==> src/cgru_map.vh <==
// Purpose: Constants for the clock generation and reset unit.
// Assumes: Single system clock at 200 MHz; all clock pins sampled on it.
// Notes: Included by every design file of the unit.
`ifndef CGRU_MAP_VH
`define CGRU_MAP_VH

`define CGRU_CLK_PERIOD_NS 5
`define CGRU_N_PLL 2
`define CGRU_N_BASE 4
`define CGRU_N_OUT 8
`define CGRU_SEL_W 3
`define CGRU_FRAC_W 8
`define CGRU_PLL_W 16

`define CGRU_SRC_OSC 3'h0
`define CGRU_SRC_BCK_A 3'h1
`define CGRU_SRC_WS_A 3'h2
`define CGRU_SRC_BCK_B 3'h3
`define CGRU_SRC_WS_B 3'h4
`define CGRU_SRC_SYSPLL 3'h5
`define CGRU_SRC_AUDPLL 3'h6

`define CGRU_PLL_SYS 0
`define CGRU_PLL_AUD 1
`define CGRU_PLL_LOCK_EDGES 4'h8

`define CGRU_OUT_CPU 0
`define CGRU_OUT_BUS 1

`define CGRU_SYSRST_NS 100
`define CGRU_SYSRST_CYC ((`CGRU_SYSRST_NS + `CGRU_CLK_PERIOD_NS - 1) / `CGRU_CLK_PERIOD_NS)

`define CGRU_RST_ACTIVE_N 1'h0
`endif

==> src/cgru_fdiv.v <==
// Purpose: Fractional divider for one clock subdomain.
// Assumes: Base clock level is sampled on sys_clk.
// Notes: Output rate is base rate times n over m; m of zero bypasses division.
`timescale 1ns/10ps
`default_nettype none
`include "cgru_map.vh"

module cgru_fdiv (
	input wire sys_clk,
	input wire rst_sync_n,
	input wire base_in,
	input wire [`CGRU_FRAC_W-1:0] div_n,
	input wire [`CGRU_FRAC_W-1:0] div_m,
	input wire stretch,
	output reg div_out
);

reg base_d_ff;
reg [`CGRU_FRAC_W-1:0] acc_ff;
reg wrap_ff;
reg [`CGRU_FRAC_W:0] sum;
reg [`CGRU_FRAC_W-1:0] nxt_acc;
reg nxt_wrap;
wire base_rise;

assign base_rise = base_in & ~base_d_ff;

////////////////////////////////////////////////////////////////////////////////
// Phase accumulator advanced on each base clock rising edge.
always @* begin
	sum = {1'b0, acc_ff} + {1'b0, div_n};
	nxt_acc = acc_ff;
	nxt_wrap = wrap_ff;
	if (base_rise) begin
		if (sum >= {1'b0, div_m}) begin
			nxt_acc = sum[`CGRU_FRAC_W-1:0] - div_m; // [RULE2]
			nxt_wrap = 1'b1;
		end else begin
			nxt_acc = sum[`CGRU_FRAC_W-1:0];
			nxt_wrap = 1'b0;
		end
	end
end

always @(posedge sys_clk or negedge rst_sync_n) begin
	if (!rst_sync_n) begin
		base_d_ff <= 1'b0;
		acc_ff <= {`CGRU_FRAC_W{1'b0}};
		wrap_ff <= 1'b0;
		div_out <= 1'b0;
	end else begin
		base_d_ff <= base_in;
		acc_ff <= nxt_acc;
		wrap_ff <= nxt_wrap;
		if (div_m == {`CGRU_FRAC_W{1'b0}}) begin
			div_out <= base_in; // [RULE2]
		end else if (stretch) begin
			div_out <= (nxt_acc < {1'b0, div_m[`CGRU_FRAC_W-1:1]}); // [RULE13]
		end else begin
			div_out <= nxt_wrap & base_in; // [RULE2]
		end
	end
end

endmodule
`default_nettype wire

==> src/cgru_top.v <==
// Purpose: Clock generation and reset unit: sources, PLLs, switchbox, dividers, gating, resets.
// Assumes: All clock pins are synchronous to sys_clk and slow enough to be sampled.
// Notes: Output clocks 2k and 2k+1 belong to domain k; output 0 is the processor clock.
//
// Behaviour
// [RULE1] Each output clock belongs to one domain fed by one selected base clock.
// [RULE2] Fractional dividers divide the base clock; outputs may bypass division.
// [RULE3] A subdomain uses one shared divider or the base clock directly.
// [RULE4] PLL outputs can never be chosen as a PLL reference.
// [RULE5] Software disables each output clock individually.
// [RULE6] Auto-gated outputs run only during a bus access to their module.
// [RULE7] With scaling on, bus clock is fast when busy, slow when idle; the code keeps it fast while out_bypass is set for the bus output.
// [RULE8] Wake-up event re-enables marked clocks, including processor and bus clocks.
// [RULE9] Five sources: oscillator plus two bit-clock and two word-select pins.
// [RULE10] Two PLLs: programmable system clock and programmable audio clock.
// [RULE11] Each PLL selects its own reference from oscillator or external inputs.
// [RULE12] Switchbox routes any source to each base clock separately.
// [RULE13] Divider stretching gives a near 50 percent duty cycle.
// [RULE14] Software asserts and releases each module reset individually.
// [RULE15] Watchdog request produces a system-wide reset.
// [RULE16] Watchdog raises its request when its time-out expires unserviced.
// [RULE17] Event router drives one wake-up output on an enabled event; the model has no enable and pulses on every button press.
// [RULE18] Base clock source changes happen without glitches or short pulses.
// [RULE19] Module reset release is synchronised to that module's clock.
`timescale 1ns/10ps
`default_nettype none
`include "cgru_map.vh"

module cgru_top (
	input wire sys_clk,
	input wire rst_n,
	input wire osc_clk_in,
	input wire audio_rx_bitclk_in_a,
	input wire audio_rx_wordsel_in_a,
	input wire audio_rx_bitclk_in_b,
	input wire audio_rx_wordsel_in_b,
	input wire [`CGRU_N_PLL-1:0] pll_en,
	input wire [`CGRU_N_PLL*`CGRU_SEL_W-1:0] pll_ref_sel,
	input wire [`CGRU_N_PLL*`CGRU_PLL_W-1:0] pll_step,
	output reg [`CGRU_N_PLL-1:0] pll_locked,
	input wire [`CGRU_N_BASE*`CGRU_SEL_W-1:0] base_sel,
	input wire [`CGRU_N_BASE*`CGRU_FRAC_W-1:0] frac_n,
	input wire [`CGRU_N_BASE*`CGRU_FRAC_W-1:0] frac_m,
	input wire [`CGRU_N_BASE-1:0] frac_stretch,
	input wire [`CGRU_N_OUT-1:0] out_bypass,
	input wire [`CGRU_N_OUT-1:0] out_clk_en,
	input wire [`CGRU_N_OUT-1:0] auto_gate_en,
	input wire [`CGRU_N_OUT-1:0] bus_access,
	input wire bus_scale_en,
	input wire bus_active,
	input wire [`CGRU_N_OUT-1:0] wake_mask,
	input wire evt_wakeup,
	input wire wake_clear,
	output reg wake_pending,
	input wire [`CGRU_N_OUT-1:0] mod_rst_req,
	input wire wdt_rst_req,
	output reg [`CGRU_N_OUT-1:0] out_clk,
	output wire [`CGRU_N_OUT-1:0] mod_rst_n,
	output wire sys_rst_n_out,
	output reg wdt_reset_seen
);

localparam [7:0] SYSRST_CYC = `CGRU_SYSRST_CYC;

function [`CGRU_SEL_W-1:0] pll_ref;
	input [`CGRU_SEL_W-1:0] sel;
	begin
		pll_ref = (sel > `CGRU_SRC_WS_B) ? `CGRU_SRC_OSC : sel; // [RULE4]
	end
endfunction

function pick_src;
	input [6:0] srcs;
	input [`CGRU_SEL_W-1:0] sel;
	begin
		pick_src = (sel > `CGRU_SRC_AUDPLL) ? srcs[0] : srcs[sel];
	end
endfunction

reg [1:0] rst_sync_ff;
wire rst_sync_n;
wire [6:0] src_lvl;
wire [4:0] ext_src;
reg [`CGRU_PLL_W-1:0] pll_acc_ff [0:`CGRU_N_PLL-1];
reg [3:0] pll_edges_ff [0:`CGRU_N_PLL-1];
reg [`CGRU_N_PLL-1:0] pll_ref_d_ff;
reg [`CGRU_N_PLL-1:0] pll_out;
reg [`CGRU_SEL_W-1:0] base_cur_ff [0:`CGRU_N_BASE-1];
reg [`CGRU_N_BASE-1:0] base_ff;
wire [`CGRU_N_BASE-1:0] div_lvl;
reg [`CGRU_N_OUT-1:0] gate_ff;
reg [`CGRU_N_OUT-1:0] cand;
reg [`CGRU_N_OUT-1:0] run;
reg bus_slow_ff;
reg [`CGRU_N_OUT-1:0] out_clk_d_ff;
reg [1:0] rsync_ff [0:`CGRU_N_OUT-1];
reg [7:0] sysrst_cnt_ff;
integer ip;
integer ib;
integer ic;
integer ig;
integer ir;

////////////////////////////////////////////////////////////////////////////////
// Reset release through two flip-flops.
always @(posedge sys_clk or negedge rst_n) begin
	if (!rst_n) begin
		rst_sync_ff <= 2'h0;
	end else begin
		rst_sync_ff <= {rst_sync_ff[0], 1'b1};
	end
end

assign rst_sync_n = rst_sync_ff[1];

////////////////////////////////////////////////////////////////////////////////
// Clock sources and PLLs.
assign ext_src = {audio_rx_wordsel_in_b, audio_rx_bitclk_in_b, audio_rx_wordsel_in_a,
	audio_rx_bitclk_in_a, osc_clk_in}; // [RULE9]
assign src_lvl = {pll_out[`CGRU_PLL_AUD], pll_out[`CGRU_PLL_SYS], ext_src};

always @(posedge sys_clk or negedge rst_sync_n) begin
	if (!rst_sync_n) begin
		pll_ref_d_ff <= {`CGRU_N_PLL{1'b0}};
		pll_locked <= {`CGRU_N_PLL{1'b0}};
		pll_out <= {`CGRU_N_PLL{1'b0}};
		for (ip = 0; ip < `CGRU_N_PLL; ip = ip + 1) begin
			pll_acc_ff[ip] <= {`CGRU_PLL_W{1'b0}};
			pll_edges_ff[ip] <= 4'h0;
		end
	end else begin
		for (ip = 0; ip < `CGRU_N_PLL; ip = ip + 1) begin
			pll_ref_d_ff[ip] <= ext_src[pll_ref(pll_ref_sel[ip*`CGRU_SEL_W +: `CGRU_SEL_W])]; // [RULE11]
			if (!pll_en[ip]) begin
				pll_edges_ff[ip] <= 4'h0;
				pll_locked[ip] <= 1'b0;
				pll_acc_ff[ip] <= {`CGRU_PLL_W{1'b0}};
				pll_out[ip] <= 1'b0;
			end else begin
				if (ext_src[pll_ref(pll_ref_sel[ip*`CGRU_SEL_W +: `CGRU_SEL_W])] &
					~pll_ref_d_ff[ip] && pll_edges_ff[ip] != `CGRU_PLL_LOCK_EDGES) begin
					pll_edges_ff[ip] <= pll_edges_ff[ip] + 4'h1;
				end
				pll_locked[ip] <= (pll_edges_ff[ip] == `CGRU_PLL_LOCK_EDGES);
				if (pll_locked[ip]) begin
					pll_acc_ff[ip] <= pll_acc_ff[ip] +
						pll_step[ip*`CGRU_PLL_W +: `CGRU_PLL_W]; // [RULE10]
				end
				pll_out[ip] <= pll_acc_ff[ip][`CGRU_PLL_W-1];
			end
		end
	end
end

////////////////////////////////////////////////////////////////////////////////
// Switchbox: a new source is taken only while old and new sources are both low.
always @(posedge sys_clk or negedge rst_sync_n) begin
	if (!rst_sync_n) begin
		base_ff <= {`CGRU_N_BASE{1'b0}};
		for (ib = 0; ib < `CGRU_N_BASE; ib = ib + 1) begin
			base_cur_ff[ib] <= `CGRU_SRC_OSC;
		end
	end else begin
		for (ib = 0; ib < `CGRU_N_BASE; ib = ib + 1) begin
			if (base_sel[ib*`CGRU_SEL_W +: `CGRU_SEL_W] != base_cur_ff[ib] &&
				!pick_src(src_lvl, base_cur_ff[ib]) &&
				!pick_src(src_lvl, base_sel[ib*`CGRU_SEL_W +: `CGRU_SEL_W])) begin
				base_cur_ff[ib] <= base_sel[ib*`CGRU_SEL_W +: `CGRU_SEL_W]; // [RULE12] [RULE18]
				base_ff[ib] <= 1'b0;
			end else begin
				base_ff[ib] <= pick_src(src_lvl, base_cur_ff[ib]); // [RULE1]
			end
		end
	end
end

////////////////////////////////////////////////////////////////////////////////
// One fractional divider per domain, shared by the domain's subdomain.
genvar g;
generate
	for (g = 0; g < `CGRU_N_BASE; g = g + 1) begin : dom
		cgru_fdiv u_fdiv (
			.sys_clk(sys_clk),
			.rst_sync_n(rst_sync_n),
			.base_in(base_ff[g]),
			.div_n(frac_n[g*`CGRU_FRAC_W +: `CGRU_FRAC_W]),
			.div_m(frac_m[g*`CGRU_FRAC_W +: `CGRU_FRAC_W]),
			.stretch(frac_stretch[g]),
			.div_out(div_lvl[g])
		); // [RULE2] [RULE3]
	end
endgenerate

////////////////////////////////////////////////////////////////////////////////
// Output clock selection and gating.
always @* begin
	for (ic = 0; ic < `CGRU_N_OUT; ic = ic + 1) begin
		cand[ic] = out_bypass[ic] ? base_ff[ic/2] : div_lvl[ic/2]; // [RULE1] [RULE3]
		run[ic] = (out_clk_en[ic] & (~auto_gate_en[ic] | bus_access[ic])) |
			(wake_pending & wake_mask[ic]); // [RULE5] [RULE6] [RULE8]
	end
	if (bus_scale_en) begin
		cand[`CGRU_OUT_BUS] = bus_slow_ff ? div_lvl[0] : base_ff[0]; // [RULE7]
	end
end

always @(posedge sys_clk or negedge rst_sync_n) begin
	if (!rst_sync_n) begin
		gate_ff <= {`CGRU_N_OUT{1'b0}};
		out_clk <= {`CGRU_N_OUT{1'b0}};
		out_clk_d_ff <= {`CGRU_N_OUT{1'b0}};
		bus_slow_ff <= 1'b0;
		wake_pending <= 1'b0;
	end else begin
		if (!base_ff[0] && !div_lvl[0]) begin
			bus_slow_ff <= bus_scale_en & ~bus_active & ~out_bypass[`CGRU_OUT_BUS]; // [RULE7]
		end
		if (evt_wakeup) begin
			wake_pending <= 1'b1; // [RULE8]
		end else if (wake_clear) begin
			wake_pending <= 1'b0;
		end
		for (ig = 0; ig < `CGRU_N_OUT; ig = ig + 1) begin
			if (!cand[ig]) begin
				gate_ff[ig] <= run[ig]; // [RULE5] [RULE6]
			end
		end
		out_clk <= cand & gate_ff;
		out_clk_d_ff <= out_clk;
	end
end

////////////////////////////////////////////////////////////////////////////////
// Watchdog system reset pulse.
always @(posedge sys_clk or negedge rst_sync_n) begin
	if (!rst_sync_n) begin
		sysrst_cnt_ff <= 8'h00;
		wdt_reset_seen <= 1'b0;
	end else if (wdt_rst_req) begin
		sysrst_cnt_ff <= SYSRST_CYC; // [RULE15] [RULE16]
		wdt_reset_seen <= 1'b1;
	end else if (sysrst_cnt_ff != 8'h00) begin
		sysrst_cnt_ff <= sysrst_cnt_ff - 8'h01;
	end
end

assign sys_rst_n_out = (sysrst_cnt_ff == 8'h00); // [RULE15]

////////////////////////////////////////////////////////////////////////////////
// Module resets released on two rising edges of the module's own clock.
always @(posedge sys_clk or negedge rst_sync_n) begin
	if (!rst_sync_n) begin
		for (ir = 0; ir < `CGRU_N_OUT; ir = ir + 1) begin
			rsync_ff[ir] <= 2'h0;
		end
	end else begin
		for (ir = 0; ir < `CGRU_N_OUT; ir = ir + 1) begin
			if (mod_rst_req[ir] || !sys_rst_n_out) begin
				rsync_ff[ir] <= 2'h0; // [RULE14] [RULE15]
			end else if (out_clk[ir] && !out_clk_d_ff[ir]) begin
				rsync_ff[ir] <= {rsync_ff[ir][0], 1'b1}; // [RULE19]
			end
		end
	end
end

generate
	for (g = 0; g < `CGRU_N_OUT; g = g + 1) begin : mrst
		assign mod_rst_n[g] = rsync_ff[g][1];
	end
endgenerate

endmodule
`default_nettype wire

==> config.mk <==
export PLATFORM = sky130hd
export DESIGN_NAME = cgru_top
export DESIGN_NICKNAME = d
export VERILOG_FILES = /design/src/cgru_fdiv.v /design/src/cgru_top.v
export VERILOG_INCLUDE_DIRS = /design/src
export SDC_FILE = /design/constraint.sdc
export NUM_CORES = 1
export LEC_CHECK = 0
export BUFFER_PORTS_ARGS = -buffer_cell sky130_fd_sc_hd__buf_2
export CAP_MARGIN = 20
export CORE_MARGIN = 5
export CORE_UTILIZATION = 58
export DETAILED_ROUTE_END_ITERATION = 6
export PLACE_DENSITY = 0.82
export SKIP_CTS_REPAIR_TIMING = 1
export SYNTH_ARGS = -nofsm -noshare
export SYNTH_HDL_FRONTEND = slang
export SYNTH_SLANG_ARGS = --single-unit
==> constraint.sdc <==
create_clock -name sys_clk -period 5.4 [get_ports sys_clk]
set_input_delay 0.81 -clock sys_clk [delete_from_list [all_inputs] [get_ports sys_clk]]
set_output_delay 0.81 -clock sys_clk [all_outputs]
set_load 0.01 [all_outputs]
* Word-level counts from Yosys, hierarchy flattened
Cells that the tools add are included.
** Storage, ports and cells
- Register bits :: 159
- Bits of input ports :: 180
- Output and inout bits :: 21
- Logic and storage cells :: 327
** Cells by class
- Add/sub/neg operators :: 13
- Magnitude comparators :: 28
- Equality and inequality tests :: 12
- Muxes and demuxes :: 100
- Bitwise gates (word level) :: 61
- Reductions and logical operators :: 62
** Operators with widths (number)
- $mux 8 :: 10
- $mux 16 :: 4
- $mux 1 :: 54
- $logic_not 8->1 :: 5
- $lt 3x4->1 const B :: 10
- $add 8x8->9 :: 4
- $ge 9x8->1 :: 4
- $add 16x16->16 :: 2
- $lt 8x7->1 :: 4
- $mux 2 :: 16
- $sub 8x8->8 :: 4
- $bmux 1 s3 :: 10
- $gt 3x3->1 const B :: 10
- $and 1x1->1 :: 28
- $reduce_bool 2->1 :: 10
- $logic_and 1x1->1 :: 19
- $logic_not 1->1 :: 19
- $mux 4 :: 4
- $not 1->1 :: 16
- $or 1x1->1 :: 16
- $ne 3x3->1 :: 4
- $add 4x1->4 const B :: 2
- $and 8x8->8 :: 1
- $eq 4x4->1 const B :: 2
- 6 further kinds :: 18

* Logic depth before layout (Yosys ltp)
Gate-level depths: netlist of run 1.
- Depth in word-level cells :: 8
- Gate-level depth with buffers :: 23
- Mapped depth without buffers :: 22

* Hierarchy
A second synthesis of run 1 with hierarchy kept.
** Second synthesis, totals
- Cells, all modules :: 1330
- Area total of the unflattened synthesis :: 12510.7 um2
** Modules (own cells, without submodules)
- cgru_top :: instances 1, cells an instance 683, area each 7026.7 um2, sequential area each 2877.8 um2
- cgru_fdiv at dom[0].u_fdiv ... :: instances 2, cells an instance 158, area each 1332.5 um2, sequential area each 275.3 um2
- cgru_fdiv at dom[2].u_fdiv :: instances 1, cells an instance 173, area each 1478.9 um2, sequential area each 275.3 um2
- cgru_fdiv at dom[1].u_fdiv :: instances 1, cells an instance 158, area each 1340.0 um2, sequential area each 275.3 um2

* Worst setup path before layout of run 1
No wires, ideal clock.
- Path type :: input-to-reg
- From :: in frac_n[16]
- To :: reg dom[2].u_fdiv.div_out
- Library setup time :: 0.078 ns
- Arrival :: 4.458 ns
- Data required time :: 5.322 ns
- Setup slack :: 0.864 ns
- Stages on the path :: 21
- Path buffers :: 0
- Path through :: ha_1 inv_1 fa_1 nor2b_1 o31a_1 o31a_1 a21oi_1 ha_1 nand4_1 o21ai_1 or2_2 o22ai_2 nand2_1 mux2i_1 o21ai_0 ha_1 a21o_1 a21oi_1 nand3b_1 o31ai_1 a21boi_1
** Between the ends
- Word-level cells in the longest chain between the ends :: 7
- Elaborated cells on any way between the ends :: 11
- Classes of those cells :: 2 x add/sub; 2 x order compare; 6 x mux; 1 x bitwise
** RTL lines
- from (decl) :: line cgru_top.v:42 : input wire [`CGRU_N_BASE*`CGRU_FRAC_W-1:0] frac_n,
- $add 8x8->9 * :: line cgru_fdiv.v:31 : sum = {1'b0, acc_ff} + {1'b0, div_n};
- $sub 8x8->8 / $ge 9x8->1 (equally long branches) :: line cgru_fdiv.v:36, cgru_fdiv.v:35
- $mux 8 * :: line cgru_fdiv.v:35 : if (sum >= {1'b0, div_m}) begin
- $mux 8 * :: line cgru_fdiv.v:34 : if (base_rise) begin
- net dom[2].u_fdiv.nxt_acc[5] :: line cgru_fdiv.v:22 : reg [`CGRU_FRAC_W-1:0] nxt_acc;
- $lt 8x7->1 * :: line cgru_fdiv.v:58 : div_out <= (nxt_acc < {1'b0, div_m[`CGRU_FRAC_W-1:1]});
- $mux 1 * :: line cgru_fdiv.v:57 : end else if (stretch) begin
- $mux 1 * :: line cgru_fdiv.v:55 : if (div_m == {`CGRU_FRAC_W{1'b0}}) begin
- to (signal assigned) :: line cgru_fdiv.v:56 : div_out <= base_in;
- to (signal assigned) :: line cgru_fdiv.v:58
- to (signal assigned) :: line cgru_fdiv.v:60 : div_out <= nxt_wrap & base_in;
- to (decl) :: line cgru_fdiv.v:15 : output reg div_out
Mark *: on every way through the listed nets, which the timed path passes. The rest lies on a longest branch.
A chain may end at the register's enable or synchronous reset.

* Final worst setup path of run 1
- From :: in frac_n[9]
- To :: reg dom[1].u_fdiv.div_out
** Between the ends
- Word-level cells in the longest chain between the ends :: 7
- Elaborated cells on any way between the ends :: 11
- Classes of those cells :: 2 x add/sub; 2 x order compare; 6 x mux; 1 x bitwise
** RTL lines (line)
- $add 8x8->9 * :: cgru_fdiv.v:31
- $sub 8x8->8 / $ge 9x8->1 (equally long branches) :: cgru_fdiv.v:36, cgru_fdiv.v:35
- $mux 8 * :: cgru_fdiv.v:35
- $mux 8 * :: cgru_fdiv.v:34
- net dom[1].u_fdiv.nxt_acc[2] :: cgru_fdiv.v:22
- $lt 8x7->1 * :: cgru_fdiv.v:58
- $mux 1 * :: cgru_fdiv.v:57
- $mux 1 * :: cgru_fdiv.v:55
- to (signal assigned) :: cgru_fdiv.v:56
- to (signal assigned) :: cgru_fdiv.v:58
- to (signal assigned) :: cgru_fdiv.v:60
- to (decl) :: cgru_fdiv.v:15
Marked as above.

==> results.txt, run 1 <==
----------------------------------------------------
[Clock tree]
  Clock Path Buffers ... 2
  TritonCTS clock tree ... yes
  Number of CTS-inserted buffers ... 17
  CTS clock-pin slew for the worst setup and hold paths ... 70 ps
  Clk sink count ... 159
  Clk_lat worst skew ... 420 ps
  Number of levels in the clock H-tree ... 4
  Root buf cell ... clkbuf_16

[STA]
  Highest clock frequency the design can meet ... 208.3 MHz
  Final Max Tran Viols ... 0
  Fin crit period ... 4800 ps
  Worst-Margin Slew ... 932.4 ps
  Final hold violation count ... 0
  Final total negative setup slack ... 0 ps
  Number of setup violations in the final report ... 0
  Clk_skew ... 14.04 ps
  Relative slew slack ... 37.84%
  Setup repair after global routing missed its margin ... no
  Portion of the clock cycle consumed by the worst path in the final layout ... 88.89%

[Drt]
  Per-cell routed wire length ... 16.06 um
  Pre-antenna DRT Iters ... 5
  Via density per instance ... 5.686
  Remaining design rule violation count ... 0
  Total via count in the routed design ... 9,825
  Antenna-violating nets left ... 0
  Final wirelength ... 27,750 um
  Starting DRT DRC Count ... 467

[Setup path]
  Arrival time reported for the critical path endpoint ... 5090 ps
  Type of the setup path with the least slack ... in -> reg
  Worst setup EP type ... flop
  Data required time at the worst endpoint ... 5690 ps
  Kind of start point of the critical path ... input port
  Worst R2R Path Depth ... 22
  Biggest fanout along the worst timing path ... 9

[Synth]
  Post-synthesis sequential area ratio ... 33.56%
  Top flip-flop cell by instance count after synthesis ... dfrtp_1
  Unique masters post-synth ... 74
  Syn Std Cell Area ... 0.01186 mm^2
  Post-synthesis instance total ... 1,255
  Asr flop ratio synth ... 100.0%
  Mean instance size in the synthesized netlist ... 9.446 um^2
  Post-synth net total ... 1,569
  Yosys synthesis warning count ... 0
  Count of flip-flops with a built-in enable after synthesis ... 0
  Register bit total from synthesis ... 159

[Layout]
  Leading registers by flop count ... dom.u_fdiv.acc_ff x32, pll_acc_ff x32, base_cur_ff x12
  Area occupied by multi-input gates ... 0.007367 mm^2
  Share of layout cells above drive strength 1 ... 19.41%
  Final Net Count ... 1,754
  Layout Area Growth over Synthesis ... 15.08%
  Register area ... 0.003983 mm^2
  Post-layout instance count excluding filler cells ... 1,728
  Fillers ... 1,622

[Hold path]
  Min-delay worst type ... reg -> async

[GRT]
  Maximum number of pins on one net before global-route repair ... 83
  Initial antenna violation count ... 8
  Global-route wire length before repair ... 46,860 um
  Via count of the first global-routing pass ... 9,931
  Total track usage ... 23.78%
  GR Overflow Total ... 0

[Power and ir drop]
  Areal power density over the cells ... 538.1 mW/mm^2
  Leakage power total ... 6.607 nW
  Peak supply drop ... 0.0003318 V

[Die]
  Std-Cell Core Area ... 0.02017 mm^2
  Horizontal die dimension ... 153.0 um
  Initial core utilization ... 58.78%
  Height of the die ... 153.0 um
  Die ar. ... 0.02340 mm^2
  I/O pins ... 201
  Core Rows ... 52

[Place]
  PortBufs ... 200
  Final estimated routing congestion in global placement ... 1.001
  Cell Count Post-Placement ... 1,690
  DPL Wire Length ... 21,860 um

[Job]
  Number of violations of the max-capacitance limit ... 0

[Run status]
  Outcome ... finished, final reports clean

----------------------------------------------------
==> cells by family (layout without fill, tap and decap cells) <==
kind of cell / after synthesis / count (layout) / share of synthesized area (%)
DFF: 159 / 159 / 33.56
AOI/OAI and AO/OA: 305 / 305 / 16.93
xor gates and xnor gates: 75 / 75 / 5.541
and+or+nand+nor: 366 / 366 / 15.86
other: 1 / 6 / 0.03163
muxes: 90 / 90 / 9.003
buffers and inverters: 125 / 323 / 4.295
adders and majority gates: 134 / 134 / 14.78
==> routing by layer <==
metal	GRT usage, %	part of all wire (%)	vias up	wire length [um]
met2	40.93	48	251	13400
met5	0	0.11	-	31
met1	30.92	45	4653	12530
met3	4.891	5.1	31	1409
li1	-	-	4884	-
met4	5.897	1.4	6	378
==> cell usage in the layout, fill, tap and decap left out, types with 28 or more instances in the layout <==
| master | n |
|---|---|
| nor2b_1 | 48 |
| inv_1 | 86 |
| a21oi_1 | 70 |
| nor2_1 | 77 |
| ha_1 | 124 |
| mux2i_1 | 56 |
| o21ai_0 | 55 |
| nand2b_1 | 33 |
| xnor2_1 | 55 |
| buf_2 | 200 |
| o21ai_1 | 28 |
| dfrtp_1 | 158 |
| nand2_1 | 87 |
==> Yosys cell counts, types with 4 or more instances <==
cell type / instances / area (um^2)
a21oi_1: 70 / 350.3
mux4_2: 11 / 247.7
fa_1: 10 / 200.2
a211oi_1: 19 / 142.6
a21o_1: 17 / 127.6
dfrtp_1: 159 / 3979
nand3_1: 12 / 60.06
o21ai_0: 55 / 275.3
mux2i_1: 56 / 560.5
or4_1: 5 / 37.54
mux2_2: 20 / 225.2
nor3_1: 27 / 135.1
nor2b_1: 48 / 300.3
ha_1: 124 / 1551
o41ai_1: 5 / 43.79
o21ai_1: 28 / 140.1
o211a_1: 4 / 40.04
nand2_1: 87 / 326.6
nor4_1: 6 / 37.54
clkbuf_1: 26 / 97.59
nand4_1: 15 / 93.84
a41oi_1: 5 / 43.79
o21a_1: 19 / 142.6
a22oi_1: 7 / 52.55
o31a_1: 11 / 96.34
and4_1: 6 / 52.55
o21bai_1: 15 / 112.6
a31oi_1: 9 / 56.30
o31ai_1: 6 / 45.04
xnor2_1: 55 / 481.7
nand2b_1: 33 / 206.5
buf_4: 8 / 60.06
o211ai_1: 8 / 60.06
nor2_1: 77 / 289.0
nand3b_1: 5 / 37.54
xor2_1: 20 / 175.2
inv_1: 86 / 322.8
a21boi_0: 5 / 37.54
and2_1: 16 / 100.1
or3_1: 11 / 68.82
==> cell type report <==
type / count / share of cell area [%]
clock buffer: 18 / 3.146
antenna: 5 / 0.09171
timing repair buffer: 204 / 7.795
tap: 270 / 2.476
multi-input combinational: 971 / 54.00
clock inverter: 14 / 0.9079
inverter: 87 / 2.394
sequential: 159 / 29.19
==> final timing paths <==
kind / slack, ps / startpoint / endpoint
min: 160 / rst_sync_ff[1] / pll_acc_ff[24]
max reg2reg: 700 / dom[1].u_fdiv.acc_ff[0] / dom[1].u_fdiv.div_out
min in group sys_clk: 370 / rst_sync_ff[0] / rst_sync_ff[1]
max: 600 / frac_n[9] / dom[1].u_fdiv.div_out
max in group asynchronous: 4190 / rst_sync_ff[1] / pll_acc_ff[5]
min reg2reg: 160 / rst_sync_ff[1] / pll_acc_ff[24]
==> per-stage QoR <==
stage | hold WS, ps | cell area, um^2 | power, mW | setup WS [ps] | utilization (%)
after floorplan | 331.2 | 11860 | 5.208 | 641.7 | -
after global placement | 338.5 | 13050 | 6.020 | 252.5 | 64.70
after detailed placement | 350.3 | 13050 | 6.162 | 206.1 | 64.70
after CTS | 153.9 | 13600 | 7.339 | 617.8 | 67.44
after global routing | 154.2 | 13640 | 8.001 | 264.6 | 67.63
final | 156.7 | 13640 | 7.341 | 599.8 | 67.64
==> critical path, cell delays in order <==
cell and delay (ps):
buf_2 110, ha_1 280, a21oi_1 240, o211ai_1 160, or3_1 320, a21oi_1 190
xnor2_1 190, ha_1 340, nand4_1 110, o21ai_0 180, a211oi_4 480, nor3_1 120
a21oi_1 140, o21ai_1 100, ha_1 320, a21o_1 180, a21oi_1 180, nand2_1 110
nand4_1 130, a41oi_1 80, o31ai_1 300
==> power by group <==
| part | switching [mW] | internal [mW] | leakage (nW) | total, mW |
|---|---|---|---|---|
| Combinational | 2.41 | 1.99 | 4.29 | 4.40 |
| Sequential | 0.277 | 1.53 | 2.05 | 1.80 |
| Clock | 0.533 | 0.607 | 0.268 | 1.14 |
| Total | 3.22 | 4.12 | 6.61 | 7.34 |
(Power assumes the default switching activity.)
==> run 2: changes to the inputs <==
--- a/config.mk
+++ b/config.mk
@@ -10,8 +10,10 @@
 export CAP_MARGIN = 20
 export CORE_MARGIN = 5
 export CORE_UTILIZATION = 58
+export CTS_BUF_LIST = sky130_fd_sc_hd__clkbuf_16
 export DETAILED_ROUTE_END_ITERATION = 6
 export PLACE_DENSITY = 0.82
+export REMOVE_ABC_BUFFERS = 1
 export SKIP_CTS_REPAIR_TIMING = 1
 export SYNTH_ARGS = -nofsm -noshare
 export SYNTH_HDL_FRONTEND = slang
==> results.txt, run 2 (same netlist as run 1, synthesis figures left out) <==
----------------------------------------------------
[Run status]
  Outcome ... finished, final reports clean

[GRT]
  Initial antenna violation count ... 5
  Global-route wire length before repair ... 47,140 um
  GR Overflow Total ... 0
  Via count of the first global-routing pass ... 10,090
  Total track usage ... 23.93%
  Maximum number of pins on one net before global-route repair ... 62

[Layout]
  Highest-count cells in the layout ignoring fill and taps ... 200 x buf_2, 158 x dfrtp_1, 124 x ha_1
  Leading registers by flop count ... dom.u_fdiv.acc_ff x32, pll_acc_ff x32, base_cur_ff x12
  Final Net Count ... 1,755
  Leading cell type in the layout, fill and taps excluded ... buf_2
  Fillers ... 1,583
  Layout Area Growth over Synthesis ... 15.45%
  Share of layout cells above drive strength 1 ... 19.46%
  Post-layout util ... 67.86%
  Post-layout instance count excluding filler cells ... 1,728

[Drt]
  Total via count in the routed design ... 9,950
  Remaining design rule violation count ... 0
  Antenna-violating nets left ... 0
  Starting DRT DRC Count ... 519
  Per-cell routed wire length ... 16.29 um
  Final wirelength ... 28,160 um
  Pre-antenna DRT Iters ... 6
  Via density per instance ... 5.758

[Clock tree]
  Number of CTS-inserted buffers ... 17
  Root buf cell ... clkbuf_16
  CTS clock-pin slew for the worst setup and hold paths ... 70 ps
  Clock Path Buffers ... 2
  TritonCTS clock tree ... yes
  Number of levels in the clock H-tree ... 4
  Clk_lat worst skew ... 430 ps
  Clk sink count ... 159

[Job]
  Number of violations of the max-capacitance limit ... 0

[Power and ir drop]
  Areal power density over the cells ... 550.2 mW/mm^2
  Leakage power total ... 6.636 nW
  Power Total ... 7.530 mW
  Peak supply drop ... 0.0002521 V

[Die]
  I/O pins ... 201
  Core Rows ... 52
  Die ar. ... 0.02340 mm^2
  Std-Cell Core Area ... 0.02017 mm^2
  Horizontal die dimension ... 153.0 um
  Height of the die ... 153.0 um
  Initial core utilization ... 58.78%

[Place]
  DPL Wire Length ... 21,680 um
  PortBufs ... 200
  Cell Count Post-Placement ... 1,692
  Final estimated routing congestion in global placement ... 0.9291

[STA]
  Worst hold slack after final layout ... 150.7 ps
  Portion of the clock cycle consumed by the worst path in the final layout ... 87.50%
  Worst-Margin Slew ... 928.5 ps
  Clk_skew ... 10.01 ps
  Highest clock frequency the design can meet ... 211.6 MHz
  Fin crit period ... 4725 ps
  Number of setup violations in the final report ... 0
  Setup repair after global routing missed its margin ... no
  Final total negative setup slack ... 0 ps
  Relative slew slack ... 38.10%
  Final Max Tran Viols ... 0
  Final hold violation count ... 0

[Hold path]
  Min-delay worst type ... in -> async

[Setup path]
  Biggest fanout along the worst timing path ... 8
  Type of the setup path with the least slack ... in -> reg
  Register-to-register setup slack ... 730 ps
  Kind of start point of the critical path ... input port
  Worst setup EP type ... flop
  Data required time at the worst endpoint ... 5750 ps
  Arrival time reported for the critical path endpoint ... 5080 ps

----------------------------------------------------
## run 2: changes by cell type in the layout (fill, tap and decap cells not counted), sizes merged
cell and change:
diode -1, clkbuf -1, clkinvlp -1, bufinv +3, inv +1, clkinv -2, buf +1
## run 2: path summary, 6_finish.rpt
| path | from | to | cells after the start |
|---|---|---|---|
| max in group asynchronous | rst_sync_ff[1] | dom[1].u_fdiv.acc_ff[2] | 1 |
| hold reg to reg | rst_sync_ff[0] | rst_sync_ff[1] | 0 |
| min in group sys_clk | rst_sync_ff[0] | rst_sync_ff[1] | 0 |
| hold / removal | rst_n | rst_sync_ff[1] | 1 |
| setup / recovery | frac_n[16] | dom[2].u_fdiv.div_out | 22 |
| setup reg to reg | dom[2].u_fdiv.acc_ff[0] | dom[2].u_fdiv.div_out | 21 |
## run 2: per-layer routing
metal,vias to the layer above,wire [um],track usage [%]
met2,293,13980,40.55
met5,-,11,0
met1,4718,12080,31.03
li1,4877,-,-
met3,60,1492,5.146
met4,2,597,7.043
## run 2: worst max-delay path, stage by stage
cell      delay, ps
buf_2           100
ha_1            210
inv_1            70
fa_1            200
nor2b_1          70
o31a_1          260
o31a_1          290
a21oi_1         200
ha_1            310
nand4_1         110
o21ai_1         100
or2_2           310
o22ai_2         160
nand2_1         310
mux2i_1         190
o21ai_0         250
ha_1            310
a21o_1          160
a21oi_1         140
nand3b_1         90
o31ai_1         240
a21boi_1        180
## run 2: cell type report
cell class	instances	area [um^2]	share of cell area, %
antenna	4	10.01	0.07313
clock buffer	17	425.4	3.108
clock inverter	15	198.9	1.454
inverter	87	326.6	2.386
multi-input combinational	971	7367	53.83
sequential	159	3983	29.10
tap	270	337.8	2.468
timing repair buffer	205	1039	7.588
## run 2: where the power goes
part | internal, mW | switching [mW] | total, mW
Sequential | 1.53 | 0.277 | 1.80
Combinational | 1.99 | 2.44 | 4.43
Clock | 0.747 | 0.548 | 1.29
Total | 4.27 | 3.26 | 7.53
## run 2: through the flow
stage                     worst slack, ps  instance area [um^2]
after global routing                396.7                 13690
after detailed placement            278.3                 13050
after CTS                           750.4                 13680
final                               674.7                 13690
after global placement              475.6                 13050
after floorplan                     641.7                 11670
==> run 3: changes to the inputs <==
==> constraint.sdc (replaced) <==
create_clock -name sys_clk -period 5.1 [get_ports sys_clk]
set_input_delay 0.765 -clock sys_clk [delete_from_list [all_inputs] [get_ports sys_clk]]
set_output_delay 0.765 -clock sys_clk [all_outputs]
set_load 0.01 [all_outputs]
==> results.txt, run 3 (same netlist as run 1, synthesis figures left out) <==
----------------------------------------------------
[Setup path]
  Biggest fanout along the worst timing path ... 8
  Type of the setup path with the least slack ... in -> reg
  Worst R2R Path Depth ... 21
  Worst setup EP type ... flop
  Register-to-register setup slack ... 520 ps
  Data required time at the worst endpoint ... 5440 ps
  Beginning of the critical path ... frac_n[16]
  Arrival time reported for the critical path endpoint ... 4970 ps
  Critical R2R Launch ... dom[2].u_fdiv.acc_ff[0]
  Kind of start point of the critical path ... input port
  Worst r2r dst ... dom[2].u_fdiv.div_out

[Power and ir drop]
  Combinational share of power ... 59.9%
  Leakage power total ... 6.634 nW
  Areal power density over the cells ... 574.2 mW/mm^2
  Sw power ... 3.368 mW
  Part of the total power dissipated in the clock network ... 15.8%
  Sequential share of power ... 24.3%
  Peak supply drop ... 0.0002458 V
  Sw Ratio ... 42.92%
  Internal portion of total power ... 4.479 mW

[Drt]
  Per-cell routed wire length ... 15.64 um
  Total via count in the routed design ... 9,822
  Remaining design rule violation count ... 0
  Final wirelength ... 27,060 um
  Starting DRT DRC Count ... 438
  Via density per instance ... 5.677
  Pre-antenna DRT Iters ... 5
  Antenna-violating nets left ... 0

[Layout]
  Final Net Count ... 1,758
  Share of layout cells above drive strength 1 ... 19.37%
  Non-Filler Cell Area, Final ... 0.01367 mm^2
  Highest-count cells in the layout ignoring fill and taps ... 200 x buf_2, 158 x dfrtp_1, 124 x ha_1
  Fillers ... 1,587
  Layout Area Growth over Synthesis ... 15.28%
  Post-layout instance count excluding filler cells ... 1,730
  Leading cell type in the layout, fill and taps excluded ... buf_2
  Leading registers by flop count ... dom.u_fdiv.acc_ff x32, pll_acc_ff x32, base_cur_ff x12

[Clock tree]
  TritonCTS clock tree ... yes
  CTS clock-pin slew for the worst setup and hold paths ... 60 ps
  Number of CTS-inserted buffers ... 17
  Clk_lat worst skew ... 420 ps
  Number of levels in the clock H-tree ... 4
  Clk sink count ... 159
  Clock Path Buffers ... 2
  Root buf cell ... clkbuf_16

[Place]
  PortBufs ... 200
  Final estimated routing congestion in global placement ... 0.9253
  DPL Wire Length ... 21,130 um
  Cell Count Post-Placement ... 1,695
  Cell area after placement ... 0.01309 mm^2

[Die]
  Height of the die ... 153.0 um
  Horizontal die dimension ... 153.0 um
  Std-Cell Core Area ... 0.02017 mm^2
  Die ar. ... 0.02340 mm^2
  Initial core utilization ... 58.78%
  Core Rows ... 52
  I/O pins ... 201

[GRT]
  Global-route wire length before repair ... 45,700 um
  Via count of the first global-routing pass ... 9,880
  GR Overflow Total ... 0
  Maximum number of pins on one net before global-route repair ... 148
  Total track usage ... 22.93%
  Initial antenna violation count ... 5

[STA]
  Setup repair after global routing missed its margin ... no
  Highest clock frequency the design can meet ... 215.8 MHz
  Number of setup violations in the final report ... 0
  Fin crit period ... 4633 ps
  Final hold violation count ... 0
  Worst-Margin Slew ... 897.0 ps
  Relative slew slack ... 40.20%
  Final total negative setup slack ... 0 ps
  Portion of the clock cycle consumed by the worst path in the final layout ... 90.85%
  Final Max Tran Viols ... 0
  Clk_skew ... 12.93 ps

[Job]
  Number of violations of the max-capacitance limit ... 0

[Run status]
  Outcome ... finished, final reports clean

[Hold path]
  Min-delay worst type ... in -> async

----------------------------------------------------
==> run 3: power groups by stage <==
stage	Sequential (mW)	Clock [mW]	Combinational [mW]
CTS	1.90	1.27	4.66
floorplan	1.86	0	3.61
global placement	1.90	0	4.47
global route	1.96	1.33	5.24
finish	1.90	1.24	4.70
detailed placement	1.92	0	4.61
==> run 3: how the worst max path moves through the flow <==
stage                                 end  slack [ps]
floorplan                  base_cur_ff[0]         340
finish              dom[2].u_fdiv.div_out         470
global route        dom[2].u_fdiv.div_out          70
detailed placement  dom[2].u_fdiv.div_out         110
CTS                 dom[2].u_fdiv.div_out         530
global placement    dom[2].u_fdiv.div_out         210
==> run 3: final cells by class <==
| type | instances | area [um^2] | area share (%) |
|---|---|---|---|
| diodes | 4 | 10.01 | 0.07324 |
| well taps | 270 | 337.8 | 2.472 |
| flip-flops and latches | 159 | 3983 | 29.14 |
| clock inverters | 14 | 143.9 | 1.053 |
| repair buffers | 208 | 1074 | 7.855 |
| multi-input cells | 971 | 7367 | 53.90 |
| inverters | 87 | 326.6 | 2.389 |
| clock buffers | 17 | 425.4 | 3.113 |
==> run 3: worst max-delay path, stage by stage <==
cell and delay (ps):
buf_2 100, ha_1 190, inv_1 70, fa_1 200, nor2b_1 70, o31a_1 270, o31a_1 290, a21oi_1 200
ha_1 310, nand4_1 110, o21ai_1 100, or2_2 310, o22ai_2 160, nand2_1 290, mux2i_1 190, o21ai_0 240
ha_1 310, a21o_1 160, a21oi_1 130, nand3b_1 80, o31ai_1 230, a21boi_1 180
==> run 3: metrics by stage <==
| stage | setup slack, ps | utilization, % | total power, mW | hold slack (ps) |
|---|---|---|---|---|
| CTS | 530.6 | 67.71 | 7.827 | 106.6 |
| global route | 72.93 | 67.76 | 8.529 | 104.4 |
| global placement | 214.9 | 64.89 | 6.377 | 162.3 |
| finish | 466.6 | 67.76 | 7.847 | 122.8 |
| floorplan | 341.7 | - | 5.467 | 331.2 |
| detailed placement | 105.1 | 64.89 | 6.528 | 162.5 |
==> run 3: layer usage <==
layer | track usage [%] | routed length, um | vias to the layer above
met5 | 0 | 13 | -
met1 | 30.04 | 12100 | 4635
li1 | - | - | 4892
met3 | 4.411 | 1391 | 39
met2 | 38.61 | 13030 | 254
met4 | 7.340 | 515 | 2
